==> config.mk <==
export PLATFORM = sky130hd
export DESIGN_NAME = tt_core
export DESIGN_NICKNAME = d
export VERILOG_FILES = /design/src/shared/tt_pkg.sv /design/src/hdl/tt_core.sv
export SDC_FILE = /design/constraint.sdc
export NUM_CORES = 1
export LEC_CHECK = 0
export ABC_AREA = 1
export CAP_MARGIN = 10
export CELL_PAD_IN_SITES_DETAIL_PLACEMENT = 0
export CELL_PAD_IN_SITES_GLOBAL_PLACEMENT = 1
export CORE_ASPECT_RATIO = 0.8
export CORE_UTILIZATION = 43
export CTS_BUF_LIST = sky130_fd_sc_hd__clkbuf_4 sky130_fd_sc_hd__clkbuf_8 sky130_fd_sc_hd__clkbuf_16
export CTS_CLUSTER_DIAMETER = 100
export DETAILED_ROUTE_END_ITERATION = 6
export DONT_BUFFER_PORTS = 1
export PLACE_DENSITY_LB_ADDON = 0.1
export SYNTH_ARGS = -nofsm -noshare
export SYNTH_HDL_FRONTEND = slang
export SYNTH_SLANG_ARGS = --single-unit
==> constraint.sdc <==
create_clock -name i_clk -period 2.2 [get_ports i_clk]
set_input_delay 0.44 -clock i_clk [delete_from_list [all_inputs] [get_ports i_clk]]
set_output_delay 0.44 -clock i_clk [all_outputs]
set_load 0.02 [all_outputs]
==> src/shared/tt_pkg.sv <==
/*
 * Constants, register map and state type of the third timer/counter core.
 * Assumes one 50 MHz clock standing in for the oscillator, and a 32-bit Avalon-MM slave bus.
 */
// Notes on behaviour
// - count is high byte plus low byte
// - select bit picks timer or event counter
// - timer counts once per twelve-clock machine cycle, every second clock in baud mode
// - count pin sampled at sample phase, falls counted
// - counted value appears at next update phase
// - external events counted at most osc/24
// - no serial select: cp bit picks reload/capture
// - serial select gives baud mode; run low stops
// - overflow sets sticky overflow flag
// - no overflow flag while serial select set
// - trigger fall causing capture/reload sets external flag
// - external flag raises timer interrupt request
// - down count enable masks external flag interrupt
// - capture mode captures on trigger falls
// - reload mode reloads on overflow and trigger
// - serial select forces reload on overflow
// - capture copies count into holding pair
// - reload loads count from holding pair
// - serial select routes overflow as baud tick
package tt_pkg;
	localparam int TT_BUS_W = 32;
	localparam int TT_ADDR_W = 8;
	localparam logic [7:0] TT_CTRL_OFS = 8'hC8;
	localparam logic [7:0] TT_CNT_LO_OFS = 8'hCC;
	localparam logic [7:0] TT_CNT_HI_OFS = 8'hD0;
	localparam logic [7:0] TT_HOLD_LO_OFS = 8'hD4;
	localparam logic [7:0] TT_HOLD_HI_OFS = 8'hD8;
	localparam logic [7:0] TT_MODE_OFS = 8'hDC;
	// timer_two_control fields, mode register bit, reset and limit values
	localparam int TT_OVF_BIT = 7;
	localparam int TT_EXF_BIT = 6;
	localparam int TT_RXSEL_BIT = 5;
	localparam int TT_TXSEL_BIT = 4;
	localparam int TT_EXEN_BIT = 3;
	localparam int TT_RUN_BIT = 2;
	localparam int TT_CT_BIT = 1;
	localparam int TT_CPRL_BIT = 0;
	localparam int TT_DOWN_COUNT_ENABLE_BIT = 0;
	localparam logic [7:0] TT_CTRL_RST = 8'h00;
	localparam logic [15:0] TT_CNT_RST = 16'h0000;
	localparam logic [15:0] TT_CNT_MAX = 16'hFFFF;
	// machine cycle of twelve clocks, phases 0..11
	localparam logic [3:0] TT_PHASE_LAST = 4'hB;
	localparam logic [3:0] TT_SAMPLE_PHASE = 4'h9;
	localparam logic [3:0] TT_UPDATE_PHASE = 4'h4;
	localparam logic [TT_BUS_W-1:0] TT_RDATA_RST = 32'h0000_0000;

	typedef enum logic [2:0] {
		TT_SEL_NONE = 3'h0,
		TT_SEL_CTRL = 3'h1,
		TT_SEL_CNT_LO = 3'h3,
		TT_SEL_CNT_HI = 3'h2,
		TT_SEL_HOLD_LO = 3'h6,
		TT_SEL_HOLD_HI = 3'h7,
		TT_SEL_MODE = 3'h5
	} tt_sel_t;

	typedef struct packed {
		logic [3:0] phase;
		logic [15:0] cnt;
		logic [15:0] hold;
		logic [7:0] ctrl;
		logic down_count_enable;
		logic cnt_pin_smp;
		logic trig_pin_smp;
		logic cnt_pend;
		logic trig_pend;
		logic waitreq;
		logic [TT_BUS_W-1:0] rdata;
		logic irq;
		logic tx_tick;
		logic rx_tick;
	} tt_state_t;

	localparam tt_state_t TT_STATE_RST = '{
		phase: 4'h0, cnt: TT_CNT_RST, hold: TT_CNT_RST, ctrl: TT_CTRL_RST, down_count_enable: 1'b0,
		cnt_pin_smp: 1'b0, trig_pin_smp: 1'b0, cnt_pend: 1'b0, trig_pend: 1'b0,
		waitreq: 1'b1, rdata: TT_RDATA_RST, irq: 1'b0, tx_tick: 1'b0, rx_tick: 1'b0};
endpackage

==> src/hdl/tt_core.sv <==
/*
 * Third 16-bit timer/counter core with capture, auto-reload and baud modes,
 * behind an Avalon-MM slave with waitrequest.
 * Assumes count and trigger pins are already synchronous to i_clk.
 */
`timescale 1ns/1ps
`default_nettype none
module tt_core (
	input wire logic i_clk,
	input wire logic i_rst_b,
	input wire logic [tt_pkg::TT_ADDR_W-1:0] i_avs_address,
	input wire logic i_avs_read,
	input wire logic i_avs_write,
	input wire logic [tt_pkg::TT_BUS_W-1:0] i_avs_writedata,
	output logic [tt_pkg::TT_BUS_W-1:0] o_avs_readdata,
	output logic o_avs_waitrequest,
	input wire logic i_count_input_pin,
	input wire logic i_trigger_input_pin,
	output logic o_timer_irq_request,
	output logic o_tx_baud_tick,
	output logic o_rx_baud_tick
);
	import tt_pkg::*;

	tt_state_t st;
	tt_state_t next_st;
	tt_sel_t sel;
	logic running;
	logic baud;
	logic smp;
	logic upd;
	logic cnt_fall;
	logic trig_fall;
	logic inc;
	logic ovf;
	logic trig;
	logic cap;
	logic reload;
	logic wr_go;

	function automatic tt_sel_t decode(input logic [TT_ADDR_W-1:0] a);
		case (a)
			TT_CTRL_OFS: decode = TT_SEL_CTRL;
			TT_CNT_LO_OFS: decode = TT_SEL_CNT_LO;
			TT_CNT_HI_OFS: decode = TT_SEL_CNT_HI;
			TT_HOLD_LO_OFS: decode = TT_SEL_HOLD_LO;
			TT_HOLD_HI_OFS: decode = TT_SEL_HOLD_HI;
			TT_MODE_OFS: decode = TT_SEL_MODE;
			default: decode = TT_SEL_NONE;
		endcase
	endfunction

	function automatic logic [TT_BUS_W-1:0] widen(input logic [7:0] b);
		widen = {24'h00_0000, b};
	endfunction

	always_comb begin
		next_st = st;
		sel = decode(i_avs_address);
		running = st.ctrl[TT_RUN_BIT];
		baud = st.ctrl[TT_TXSEL_BIT] | st.ctrl[TT_RXSEL_BIT];
		smp = (st.phase == TT_SAMPLE_PHASE);
		upd = (st.phase == TT_UPDATE_PHASE);
		// machine cycle of twelve clocks
		next_st.phase = (st.phase == TT_PHASE_LAST) ? 4'h0 : 4'(st.phase + 4'h1);
		// pins sampled once per machine cycle, fall seen across two samples
		cnt_fall = smp & st.cnt_pin_smp & ~i_count_input_pin;
		trig_fall = smp & st.trig_pin_smp & ~i_trigger_input_pin;
		if (smp) begin
			next_st.cnt_pin_smp = i_count_input_pin;
			next_st.trig_pin_smp = i_trigger_input_pin;
		end
		if (upd) begin
			next_st.cnt_pend = 1'b0;
			next_st.trig_pend = 1'b0;
		end
		if (cnt_fall) begin
			next_st.cnt_pend = 1'b1;
		end
		if (trig_fall) begin
			next_st.trig_pend = 1'b1;
		end
		// count source
		if (st.ctrl[TT_CT_BIT]) begin
			inc = running & upd & st.cnt_pend;
		end else if (baud) begin
			inc = running & st.phase[0];
		end else begin
			inc = running & upd;
		end
		ovf = inc & (st.cnt == TT_CNT_MAX);
		trig = running & upd & st.trig_pend & st.ctrl[TT_EXEN_BIT];
		cap = trig & st.ctrl[TT_CPRL_BIT] & ~baud;
		// overflow reload in reload or baud mode, trigger reload in reload mode only
		reload = (ovf & (baud | ~st.ctrl[TT_CPRL_BIT])) | (trig & ~st.ctrl[TT_CPRL_BIT] & ~baud);
		if (reload) begin
			next_st.cnt = st.hold;
		end else if (inc) begin
			next_st.cnt = 16'(st.cnt + 16'h0001);
		end
		if (cap) begin
			next_st.hold = st.cnt;
		end
		// bus slave: one wait cycle, then acknowledge
		next_st.waitreq = ~((i_avs_read | i_avs_write) & st.waitreq);
		wr_go = i_avs_write & ~st.waitreq;
		if (i_avs_read & st.waitreq) begin
			case (sel)
				TT_SEL_CTRL: next_st.rdata = widen(st.ctrl);
				TT_SEL_CNT_LO: next_st.rdata = widen(st.cnt[7:0]);
				TT_SEL_CNT_HI: next_st.rdata = widen(st.cnt[15:8]);
				TT_SEL_HOLD_LO: next_st.rdata = widen(st.hold[7:0]);
				TT_SEL_HOLD_HI: next_st.rdata = widen(st.hold[15:8]);
				TT_SEL_MODE: next_st.rdata = widen({7'h00, st.down_count_enable});
				default: next_st.rdata = TT_RDATA_RST;
			endcase
		end
		if (wr_go) begin
			case (sel)
				TT_SEL_CTRL: begin
					next_st.ctrl[5:0] = i_avs_writedata[5:0];
					if (!i_avs_writedata[TT_OVF_BIT]) begin
						next_st.ctrl[TT_OVF_BIT] = 1'b0;
					end
					if (!i_avs_writedata[TT_EXF_BIT]) begin
						next_st.ctrl[TT_EXF_BIT] = 1'b0;
					end
				end
				TT_SEL_CNT_LO: next_st.cnt[7:0] = i_avs_writedata[7:0];
				TT_SEL_CNT_HI: next_st.cnt[15:8] = i_avs_writedata[7:0];
				TT_SEL_HOLD_LO: next_st.hold[7:0] = i_avs_writedata[7:0];
				TT_SEL_HOLD_HI: next_st.hold[15:8] = i_avs_writedata[7:0];
				TT_SEL_MODE: next_st.down_count_enable = i_avs_writedata[TT_DOWN_COUNT_ENABLE_BIT];
				default: next_st.down_count_enable = st.down_count_enable;
			endcase
		end
		// hardware sets come last so they win over a clear
		if (ovf & ~baud) begin
			next_st.ctrl[TT_OVF_BIT] = 1'b1;
		end
		if (trig) begin
			next_st.ctrl[TT_EXF_BIT] = 1'b1;
		end
		next_st.irq = st.ctrl[TT_OVF_BIT] | (st.ctrl[TT_EXF_BIT] & ~st.down_count_enable);
		next_st.tx_tick = ovf & st.ctrl[TT_TXSEL_BIT];
		next_st.rx_tick = ovf & st.ctrl[TT_RXSEL_BIT];
	end

	always_ff @(posedge i_clk or negedge i_rst_b) begin
		if (!i_rst_b) begin
			st <= TT_STATE_RST;
		end else begin
			st <= next_st;
		end
	end

	assign o_avs_readdata = st.rdata;
	assign o_avs_waitrequest = st.waitreq;
	assign o_timer_irq_request = st.irq;
	assign o_tx_baud_tick = st.tx_tick;
	assign o_rx_baud_tick = st.rx_tick;

	// checks
	logic sw_wr_cnt;
	logic sw_wr_ctrl;
	assign sw_wr_cnt = wr_go & ((sel == TT_SEL_CNT_LO) | (sel == TT_SEL_CNT_HI));
	assign sw_wr_ctrl = wr_go & (sel == TT_SEL_CTRL);
endmodule
`default_nettype wire

==> impl_results.md <==
* Outcome: complete, no violations
* Placed cell count at between 600 and 700
* Die Y-Extent at a little under 90 um
* DRT iter0 DRCs at slightly above 300
* P per Cell Area at 879 mW/mm2
* Synth Area per Inst at 7.03 um2
* Grt ovf at 0
* CTS tree: done
* Clock Latency Late Sink at around 0.33 ns
* Worst-path clk slew at about 0.050 ns
* First-pass detailed-route iteration total at 4
* CP required at approximately 2.5 ns
* Sequential share of the synthesized area at 38.1%
* Drt wl/cell at 16.3 um
* H-tree Lvls at 3
* Port Buffers at 0
* Vias in the first global route at 3,211
* Startpoint Class: flip-flop
* I/O pin count at just over 80
* Global-route wire length before repair at between 15,000 and 20,000 um
* Synthesized cell area at 0.00401 mm2
* Diodes inserted at 0
* YS warnings at 0
* Period utilization at about 92%
* Simple-gate share of the synthesized area at around a third
* Post-synthesis mux area share at 0%
* Area grow syn2layout at 9.84%
* Synth cell types at 34
* Setup CP Type: flip-flop to flip-flop
* Gr usage total at approximately a quarter
* Synth Area in Compound Gates at roughly an eighth
* Via density per instance at ~5.2
* Clk_skew at 0.00477 ns
* Clk sinks at between 60 and 70
* Pleak at around 0.0022 uW
* Core ar. at roughly 0.009 mm2
* Post-Synth Adder-Cell Area at between 1 and 1.5%
* Max Slew Vio Count at 0
* Minimum clock period at about 2.0 ns
* Pin count of the biggest net entering global routing at 62
* Worst Path Max Fanout at 5
* Max-capacitance violation count at 0
* Fmax at slightly below 0.5 GHz
* Layout cells sized above 1 at approximately a tenth
* Non-filler cells in the finished layout at 698
* Die Area at between 0.009 and 0.01 mm2
* RSZ-0062 raised after global routing: false
* Post-Synth XOR/XNOR Area at around 1.7%
* Largest family of logic cells by synthesized area: simple AND/OR/NAND/NOR gates
* Mapped Cells at 570
* Setup-failing EPs final at 0
* Root Buffer: clkbuf_16
* Flop and latch count out of synthesis at a little over 60
* Routed Antenna Nets at 0
* Row Count at 31
* Clock tree buffer depth at 2
* Setup TNS at 0 ns
* Hold Fails Final Rpt at 0
* Via Count at roughly 3,600
* Final WL at between 10,000 and 15,000 um
* Final #Nets at ~630
* Worst Setup End Kind: flip-flop
* Arr. time, crit path at approximately 2.3 ns
* Worst hold path type: input pin to flip-flop
* Post-DP HPWL at between 8000 and 9000 um
* Starting Density at between 40% and 50%
* GPL Wtd Cong at 0.891
* TritonCTS Buffers at 9
* Initial antenna violation count at 0
* Peak VDD IR at between 0.5 and 0.6 mV
* DRC violation count after routing at 0
* Die width at 110 um
kinds of logic (layout without fill, tap and decap cells):
| group | after synthesis | count (layout) |
|---|---|---|
| compound gates | 90 | 90 |
| xor+xnor | 8 | 8 |
| fa+ha+maj | 4 | 4 |
| buf+inv | 116 | 106 |
| flops | 61 | 61 |
| other cells | 1 | 24 |
| simple gates | 290 | 290 |
worst max-delay path, stage by stage, from the launching register on:
cell and delay (ns):
dfrtp_1 0.39, inv_1 0.12, ha_1 0.19, nand3_2 0.15, nor2_1 0.12, nand2_1 0.13
nand2_2 0.15, clkinvlp_4 0.15, nor2_1 0.11, nand3_1 0.17, nor2_1 0.14, nand2_1 0.08
nand2_1 0.06
flip-flops by register name, summed over array words and instances, names as in the netlist:
register and flops:
o_avs_readdata 8, o_avs_waitrequest 1, o_rx_baud_tick 1, o_timer_irq_request 1, o_tx_baud_tick 1, running 1, st 48
path summary, 6_finish.rpt:
| check | to | slack (ns) | cells past startpoint | from |
|---|---|---|---|---|
| worst max-delay path | st[48] | 0.17 | 12 | st[81] |
| worst min-delay path | o_avs_waitrequest | 0.17 | 1 | i_avs_read |
| worst max register to register | st[48] | 0.17 | 12 | st[81] |
| worst min register to register | o_timer_irq_request | 0.48 | 1 | st[40] |
| max in group asynchronous | o_avs_waitrequest | 1.26 | 2 | i_rst_b |
| min in group asynchronous | st[55] | 0.63 | 2 | i_rst_b |
layer usage:
metal	global-route usage, %	share of wire (%)	vias to the layer above
met3	5.60	6.5	16
met1	36.1	49	1709
met2	38.4	43	129
met5	0	0	-
met4	7.52	1.5	0
li1	-	-	1778
report_power, final:
group / internal (uW) / switching [uW] / leakage (uW)
clock: 929 / 522 / 0.000149
combinational: 302 / 599 / 0.00130
sequential: 1290 / 229 / 0.000753
cell usage after synthesis:
| cell | instances | share of area [%] |
|---|---|---|
| nand2_4 | 1 | 0.28 |
| nand3_1 | 41 | 5.1 |
| nand2_1 | 183 | 17 |
| nor2_1 | 35 | 3.3 |
| ha_1 | 4 | 1.2 |
| o22ai_1 | 8 | 1.2 |
| conb_1 | 1 | 0.094 |
| a31oi_1 | 2 | 0.31 |
| nand2_2 | 4 | 0.62 |
| o211ai_1 | 2 | 0.37 |
| o21bai_1 | 1 | 0.19 |
| inv_4 | 1 | 0.16 |
| nor3_2 | 1 | 0.25 |
| o21ai_1 | 4 | 0.50 |
| a32o_1 | 2 | 0.50 |
| nor2_4 | 3 | 0.84 |
| clkbuf_1 | 3 | 0.28 |
| a21oi_1 | 16 | 2.0 |
| inv_1 | 70 | 6.6 |
| nor2_2 | 3 | 0.47 |
| nand4_1 | 4 | 0.62 |
| o21ai_0 | 54 | 6.7 |
| nor3b_1 | 2 | 0.37 |
| dfrtp_1 | 60 | 37 |
| buf_4 | 32 | 6.0 |
| nand3_2 | 5 | 1.2 |
| nor3_4 | 3 | 1.2 |
| buf_2 | 3 | 0.37 |
| buf_6 | 3 | 0.84 |
| inv_2 | 4 | 0.37 |
| xor2_1 | 8 | 1.7 |
| nor3_1 | 5 | 0.62 |
| o221ai_1 | 1 | 0.22 |
| dfstp_2 | 1 | 0.66 |
per-stage QoR:
stage	setup WS (ns)	hold slack (ns)	cell area [um2]	power, uW	utilization (%)
6_report	0.174	0.171	4400	3870	48.7
2_1_floorplan	0.462	0.144	4090	2140	-
3_3_place_gp	0.180	0.146	4020	2370	44.5
4_1_cts	0.140	0.159	4360	3870	48.2
5_1_grt	0.0209	0.174	4400	4080	48.7
3_5_place_dp	0.154	0.146	4020	2380	44.5
final cells by class:
cell class,count,area [um2]
clock buffer,12,254
clock inverter,4,47.5
fill,932,4640
inverter,75,288
multi-input combinational,416,1990
sequential,61,1530
tap,115,144
timing repair buffer,15,148
layout by cell type, fill, tap and decap left out, types with 3 or more instances in the layout:
| cell | n |
|---|---|
| dfrtp_1 | 60 |
| nor2_2 | 3 |
| xor2_1 | 8 |
| o21ai_1 | 4 |
| nor3_1 | 5 |
| a21oi_1 | 16 |
| nand2_2 | 4 |
| conb_1 | 24 |
| inv_2 | 4 |
| nand3_2 | 6 |
| nor2_4 | 3 |
| clkbuf_16 | 9 |
| o22ai_1 | 8 |
| nor2_1 | 35 |
| nand4_1 | 4 |
| nand2_1 | 183 |
| o21ai_0 | 54 |
| ha_1 | 4 |
| buf_4 | 12 |
| nor3_4 | 4 |
| nand3_1 | 40 |
| inv_1 | 69 |
repair_timing:
item	in CTS	in global routing
endpoints found under the hold margin	61	0
endpoints found under the setup margin	0	24
hold buffers	2	0
buffers inserted	0	2
resized for setup	0	3
Note: power is estimated with default switching activity, not from simulation.
